File: config.mk
export PLATFORM = sky130hd
export DESIGN_NAME = sr_gate_seq
export DESIGN_NICKNAME = d
export VERILOG_FILES = /design/src/design/sr_gate_pkg.sv /design/src/design/sr_gate_seq.sv
export SDC_FILE = /design/constraint.sdc
export NUM_CORES = 1
export LEC_CHECK = 0
export BUFFER_PORTS_ARGS = -buffer_cell sky130_fd_sc_hd__buf_2
export CORE_UTILIZATION = 51
export DETAILED_ROUTE_END_ITERATION = 6
export PLACE_DENSITY_LB_ADDON = 0.05
export SLEW_MARGIN = 20
export SYNTH_ARGS = -nofsm -noshare
export SYNTH_HDL_FRONTEND = slang
export SYNTH_SLANG_ARGS = --single-unit
File: constraint.sdc
create_clock -name mclk_i -period 2.74 [get_ports mclk_i]
set_input_delay 0.411 -clock mclk_i [delete_from_list [all_inputs] [get_ports mclk_i]]
set_output_delay 0.411 -clock mclk_i [all_outputs]
set_load 0.01 [all_outputs]
File: src/design/sr_gate_pkg.sv
// Constants and types shared by the rectifier gate sequencer.
// Assumes a single 20 MHz clock; analog comparators are reduced to logic levels outside.
// What this block does
// - Slope sense voltage is drain sense divided by fifty; comparators use that copy.
// - Measure fall time from upper to zero threshold; compare with reference time.
// - Upper slope threshold is a fixed fraction of the sensed high level.
// - Turn on after delay only if high lasted blanking time and fall was fast.
// - After minimum on, while conducting, lower gate drive when drain is above regulation level.
// - On rising turn-off crossing, wait turn-off delay, then pull gate hard low.
// - The turn-off delay is kept minimal to limit primary overlap.
// - After turn-on, hold gate latched and ignore turn-off crossings for minimum on.
// - After turn-off, ignore drain ringing for the minimum off time.
// - Start on drain channel; after on threshold switch to supply input when high.
// - When supply input falls low, return to drain channel, low regulation level.
// - Start a timer at turn-off; reaching power save interval enters power save.
// - Leave power save on the next turn-on.
// - Above shutdown temperature, stop driving and hold the gate at zero.
// - Resume only once temperature falls below the recovery level.
package sr_gate_pkg;
    localparam int unsigned CLK_HZ = 20_000_000;
    localparam int unsigned HL_BLANK_NS = 300;
    localparam int unsigned ON_DELAY_NS = 30;
    localparam int unsigned OFF_DELAY_NS = 10;
    localparam int unsigned MIN_ON_NS = 750;
    localparam int unsigned MIN_OFF_NS = 450;
    localparam int unsigned PSAVE_US = 20;
    // Least times round up, never below one cycle.
    function automatic int unsigned ns_up(input int unsigned ns);
        int unsigned c;
        c = (ns * (CLK_HZ / 1_000_000) + 999) / 1000;
        return (c < 1) ? 1 : c;
    endfunction
    localparam int unsigned HL_BLANK_CYC = ns_up(HL_BLANK_NS);
    localparam int unsigned ON_DELAY_CYC = ns_up(ON_DELAY_NS);
    localparam int unsigned OFF_DELAY_CYC = ns_up(OFF_DELAY_NS);
    localparam int unsigned MIN_ON_CYC = ns_up(MIN_ON_NS);
    localparam int unsigned MIN_OFF_CYC = ns_up(MIN_OFF_NS);
    localparam int unsigned PSAVE_CYC = ns_up(PSAVE_US * 1000);
    localparam int CW = 10;
    localparam logic [CW-1:0] CNT_ZERO = 10'h000;
    typedef enum logic [2:0] {ST_IDLE, ST_FALL, ST_ON_DLY, ST_MIN_ON, ST_COND,
                              ST_OFF_DLY, ST_MIN_OFF} seq_e;
endpackage

File: src/design/sr_gate_seq.sv
// Gate sequencer for a secondary synchronous rectifier.
// Assumes comparator, temperature and supply flags arrive asynchronously from analog logic.
module sr_gate_seq
    import sr_gate_pkg::*;
(
    input wire logic mclk_i,
    input wire logic resetn_i,
    input wire logic above_upper_i,
    input wire logic below_lower_i,
    input wire logic off_cross_i,
    input wire logic above_reg_i,
    input wire logic vdd_on_i,
    input wire logic vin_high_i,
    input wire logic vin_low_i,
    input wire logic temp_hot_i,
    input wire logic temp_cool_i,
    input wire logic [CW-1:0] ref_cycles_i,
    output logic gate_on_o,
    output logic gate_sink_o,
    output logic drive_reduce_o,
    output logic vin_channel_o,
    output logic vdd_high_reg_o,
    output logic power_save_o,
    output logic thermal_off_o
);
    typedef struct packed {
        logic [8:0] s1;
        logic [8:0] s2;
        seq_e st;
        logic [CW-1:0] cnt;
        logic [CW-1:0] high_cnt;
        logic [15:0] ps_cnt;
        logic gate;
        logic sink;
        logic reduce;
        logic vin_ch;
        logic psave;
        logic otp;
    } state_s;
    state_s r, next_r;
    logic up, lo, offx, areg, von, vhi, vlo, hot, cool;

    // Named views of the second synchroniser stage.
    assign {up, lo, offx, areg, von, vhi, vlo, hot, cool} = r.s2;

    // The whole sequencer is one combinational update of the state copy.
    always_comb
    begin
        next_r = r;
        next_r.s1 = {above_upper_i, below_lower_i, off_cross_i, above_reg_i, vdd_on_i,
                     vin_high_i, vin_low_i, temp_hot_i, temp_cool_i};
        next_r.s2 = r.s1;
        next_r.reduce = 1'b0;
        // Supply channel choice; the divided slope copy and its thresholds are analog.
        if (!von)
        begin
            next_r.vin_ch = 1'b0;
        end
        else if (vhi)
        begin
            next_r.vin_ch = 1'b1;
        end
        else if (vlo)
        begin
            next_r.vin_ch = 1'b0;
        end
        // Power save timer runs while off and waiting for a turn-on.
        if (!r.gate && r.ps_cnt != 16'(PSAVE_CYC))
        begin
            next_r.ps_cnt = r.ps_cnt + 16'h0001;
        end
        if (!r.gate && r.ps_cnt == 16'(PSAVE_CYC - 1))
        begin
            next_r.psave = 1'b1;
        end
        case (r.st)
            ST_IDLE:
            begin
                // Count how long the slope copy stays above the upper threshold.
                if (up)
                begin
                    if (r.high_cnt != CW'(HL_BLANK_CYC))
                    begin
                        next_r.high_cnt = r.high_cnt + 10'h001;
                    end
                end
                else if (r.high_cnt == CW'(HL_BLANK_CYC))
                begin
                    next_r.st = ST_FALL;
                    next_r.cnt = CNT_ZERO;
                    next_r.high_cnt = CNT_ZERO;
                end
                else
                begin
                    next_r.high_cnt = CNT_ZERO;
                end
            end
            ST_FALL:
            begin
                // A slow fall is resonance, not a primary turn-off.
                if (lo)
                begin
                    next_r.st = (r.cnt < ref_cycles_i) ? ST_ON_DLY : ST_IDLE;
                    next_r.cnt = CNT_ZERO;
                end
                else if (r.cnt >= ref_cycles_i || up)
                begin
                    next_r.st = ST_IDLE;
                end
                else
                begin
                    next_r.cnt = r.cnt + 10'h001;
                end
            end
            ST_ON_DLY:
            begin
                if (r.cnt + 10'h001 >= CW'(ON_DELAY_CYC))
                begin
                    next_r.st = ST_MIN_ON;
                    next_r.gate = 1'b1;
                    next_r.sink = 1'b0;
                    next_r.psave = 1'b0;
                    next_r.cnt = CNT_ZERO;
                end
                else
                begin
                    next_r.cnt = r.cnt + 10'h001;
                end
            end
            ST_MIN_ON:
            begin
                // Ringing right after turn-on crosses the off threshold; ignore it.
                next_r.cnt = r.cnt + 10'h001;
                if (r.cnt + 10'h001 >= CW'(MIN_ON_CYC))
                begin
                    next_r.st = ST_COND;
                end
            end
            ST_COND:
            begin
                next_r.reduce = areg;
                if (offx)
                begin
                    next_r.st = ST_OFF_DLY;
                    next_r.cnt = CNT_ZERO;
                end
            end
            ST_OFF_DLY:
            begin
                // One cycle is the shortest honest delay at this clock rate.
                if (r.cnt + 10'h001 >= CW'(OFF_DELAY_CYC))
                begin
                    next_r.st = ST_MIN_OFF;
                    next_r.gate = 1'b0;
                    next_r.sink = 1'b1;
                    next_r.cnt = CNT_ZERO;
                    next_r.ps_cnt = 16'h0000;
                end
                else
                begin
                    next_r.cnt = r.cnt + 10'h001;
                end
            end
            ST_MIN_OFF:
            begin
                next_r.cnt = r.cnt + 10'h001;
                next_r.high_cnt = CNT_ZERO;
                if (r.cnt + 10'h001 >= CW'(MIN_OFF_CYC))
                begin
                    next_r.st = ST_IDLE;
                end
            end
            default:
            begin
                next_r.st = ST_IDLE;
            end
        endcase
        // Thermal shutdown overrides the sequencer state and forces the gate low.
        if (hot)
        begin
            next_r.otp = 1'b1;
        end
        else if (cool)
        begin
            next_r.otp = 1'b0;
        end
        if (next_r.otp)
        begin
            next_r.st = ST_IDLE;
            next_r.gate = 1'b0;
            next_r.sink = 1'b1;
            next_r.reduce = 1'b0;
            next_r.high_cnt = CNT_ZERO;
        end
    end

    // State register with synchronous reset.
    always_ff @(posedge mclk_i)
    begin
        if (!resetn_i)
        begin
            r <= '{s1: 9'h000, s2: 9'h000, st: ST_IDLE, cnt: CNT_ZERO, high_cnt: CNT_ZERO,
                   ps_cnt: 16'h0000, gate: 1'b0, sink: 1'b1, reduce: 1'b0, vin_ch: 1'b0,
                   psave: 1'b0, otp: 1'b0};
        end
        else
        begin
            r <= next_r;
        end
    end

    assign gate_on_o = r.gate;
    assign gate_sink_o = r.sink;
    assign drive_reduce_o = r.reduce;
    assign vin_channel_o = r.vin_ch;
    assign vdd_high_reg_o = r.vin_ch; // Low level regulation whenever drain channel.
    assign power_save_o = r.psave;
    assign thermal_off_o = r.otp;
endmodule // sr_gate_seq

==> impl_results.md <==
* Drt wl/cell at 13.9 um
* Hold buffers post-CTS at 0
* Internal cell power at 1.49 mW
* Syn avg cell area at 8.53 um2
* P&R area growth vs syn at 13.9%
* Slew Limit Fails at 0
* CP startpoint: r[32]
* Starting Density at 0.541
* Diodes inserted at 0
* First-pass GRT wire length at 11000 um
* Share of the synthesized area in the top cell type at 0.382
* CTS Root Cell: clkbuf_8
* Total GRT Usage at 0.217
* DRC at 0
* Gate power share at 0.039
* Leak at 1.43 nW
* RSZ-0062 raised after global routing: false
* R2R Setup Slk at 0.24 ns
* Area leader, netlist: dfxtp_1
* Met2 Resource Use GR at 0.338
* Placed cell areas at 3530 um2
* Post-DP HPWL at 4890 um
* EDFF count, synth at 0
* Longest Clk Path Bufs at 2
* CTS resizes at 0
* Slowest-stage cell, CP: a221oi_1
* Reg clk slew, reported paths at 0.08 ns
* Crit path cell chain: buf_4, ha_1, nand2_1, nor3_2, mux2i_1, nor3_1, a221oi_1, mux2_2
* Hold Crit Class: in -> reg
* Post-synthesis instance total at 387
* Top cells by area, synth: dfxtp_1, ha_1, nor2_1
* Yosys warnings at 0
* Setup TNS at 0 ns
* DIE WIDTH at 82.4 um
* Relative slew slack at 0.581
* Synth async-reset ratio at 0
* Final instance area at 3760 um2
* Hold wc startpoint: vin_high_i
* Total gr overflow at 0
* Period utilisation layout at 0.913
* Core area at 6100 um2
* Vias at 2792
* Largest net degree at the start of global routing at 28
* Max cap viols at 0
* Worst Hold Path Cells at 2
* R2R cell count at 8
* DIE AREA at 6790 um2
* Clk pwr share at 0.476
* Buffers added on ports at 27
* Post-synthesis sequential area ratio at 0.382
* Initial antenna violation count at 0
* #FFs+latches synth at 63
* H-tree depth at 3
* Vias/cell at 5.58
* Synth Flop Type: dfxtp_1
* Reg power frac at 0.485
* 1st-iter DRT viols at 152
* Nets at 458
* Least-Margin Pin Slew at 0.622 ns
* Layout cell share with drive strength beyond 1 at 0.151
* Crit path DAT at 2.73 ns
* Placement Rows at 28
* VDD IR max at 471 uV
* Hold Vio Cnt, Final at 0
* Fin crit period at 2.50 ns
* Post-Syn Area at 3300 um2
* Post-CTS Setup Inserts at 0
* Hold Slack at 0.271 ns
* TritonCTS Buffers at 9
* Netlist cell types at 58
* Clock Skews at 0.00751 ns
* Met1 GRT Util at 0.281
* Syn nets at 425
* Clock sink count at 63
* CP max FO at 9
* GP Congestion at 0.839
* CP startpoint kind: flip-flop
* Clock Latency Late Sink at 0.34 ns
* Crit-path max cell delay at 0.38 ns
* Critical path class: reg -> reg
* Max Freq at 400 MHz
* Global routing's busiest layer: met2
* Net Switching at 0.450 mW
* Setup crit end kind: flip-flop
* Antenna Nets Post-Route at 0
* Die height at 82.4 um
* Ports at 28
* Initial DRT Pass Iterations at 4
* Endpoints failing setup at 0
* Status: finished, final reports clean
* Pwr/cell area at 516 nW/um2
* Worst Path Required at 2.97 ns
* Sw Share at 0.232
* Reg2reg start: r[32]
* Grt met3 use at 0.0582
* Vias in the first global route at 2438
* Routed WL at 6950 um
* TritonCTS clock tree: yes
==> cells in the final DEF, fill, tap and decap left out, types with 3 or more instances in the layout <==
master / instances
a21o_1: 3
nand2_1: 34
and2_1: 20
nand4_1: 8
a31oi_1: 7
nor2_1: 35
a21oi_1: 17
inv_1: 25
nand3_1: 20
nor3_1: 14
and3_1: 5
xor2_1: 9
nor4_1: 4
inv_6: 3
dfxtp_1: 63
nand2b_1: 6
mux2i_1: 4
nand3b_1: 7
xnor2_1: 13
buf_4: 10
nand4b_1: 4
ha_1: 17
clkbuf_8: 9
nor2b_1: 3
buf_2: 27
nor4b_1: 4
or3_1: 3
o21ai_0: 8
==> Yosys cell counts (8+ instances only) <==
cell,number
and2_1,20
nand4_1,8
a21oi_1,17
dfxtp_1,63
xor2_1,9
ha_1,17
nor2_1,35
nand3_1,20
nand2_1,34
o21ai_0,8
clkbuf_1,9
xnor2_1,13
nor3_1,14
inv_1,25
==> critical path: cells and delay by family, from the launching register on <==
family | cells | cell delay (ns)
AOI/OAI and AO/OA | 1 | 0.38
adders and majority gates | 1 | 0.32
buffers and inverters | 1 | 0.17
DFF | 1 | 0.34
muxes | 2 | 0.71
and+or+nand+nor | 3 | 0.47
==> metrics by stage <==
stage	instances	utilization	setup WS (ns)	total power [mW]
2_1_floorplan	387	-	0.388	1.01
3_3_place_gp	484	0.579	0.318	1.04
3_5_place_dp	484	0.579	0.239	1.04
4_1_cts	500	0.616	0.253	1.96
5_1_grt	500	0.616	0.0813	2.01
6_report	500	0.616	0.237	1.94
==> per-layer routing <==
layer | share of wire | vias up
li1 | - | 1432
met1 | 0.47 | 1294
met2 | 0.46 | 52
met3 | 0.050 | 14
met4 | 0.019 | 0
met5 | 0 | -
==> logic make-up after synthesis <==
group / Yosys count / share of synthesized area
simple gates: 179 / 0.293
flops: 63 / 0.382
compound gates: 60 / 0.132
buf+inv: 40 / 0.0504
xor+xnor: 22 / 0.0584
fa+ha+maj: 17 / 0.0645
mux: 6 / 0.0190
==> worst paths after layout <==
check                   end
max                   r[42]
min              next_r[48]
max reg2reg           r[42]
min reg2reg  vdd_high_reg_o
==> power groups by stage <==
stage               clock (mW)  sequential, mW  combinational [mW]
finish                   0.923           0.941              0.0750
global route             0.979           0.943              0.0861
CTS                      0.941           0.941              0.0763
detailed placement           0           0.963              0.0756
global placement             0           0.962              0.0737
floorplan                    0           0.961              0.0490
==> registers in the layout, summed over array words and instances (netlist names) <==
signal	flops
lo	1
gate_on_o	1
drive_reduce_o	1
cool	1
hot	1
next_r	9
thermal_off_o	1
vdd_high_reg_o	1
gate_sink_o	1
areg	1
power_save_o	1
offx	1
r	43
==> layout make-up <==
| type | instances | area, um2 |
|---|---|---|
| clock buffer | 9 | 124 |
| clock inverter | 7 | 103 |
| fill | 546 | 2340 |
| inverter | 25 | 93.8 |
| multi-input combinational | 284 | 1870 |
| sequential | 63 | 1260 |
| tap | 75 | 93.8 |
| timing repair buffer | 37 | 210 |
(Power assumes the default switching activity.)
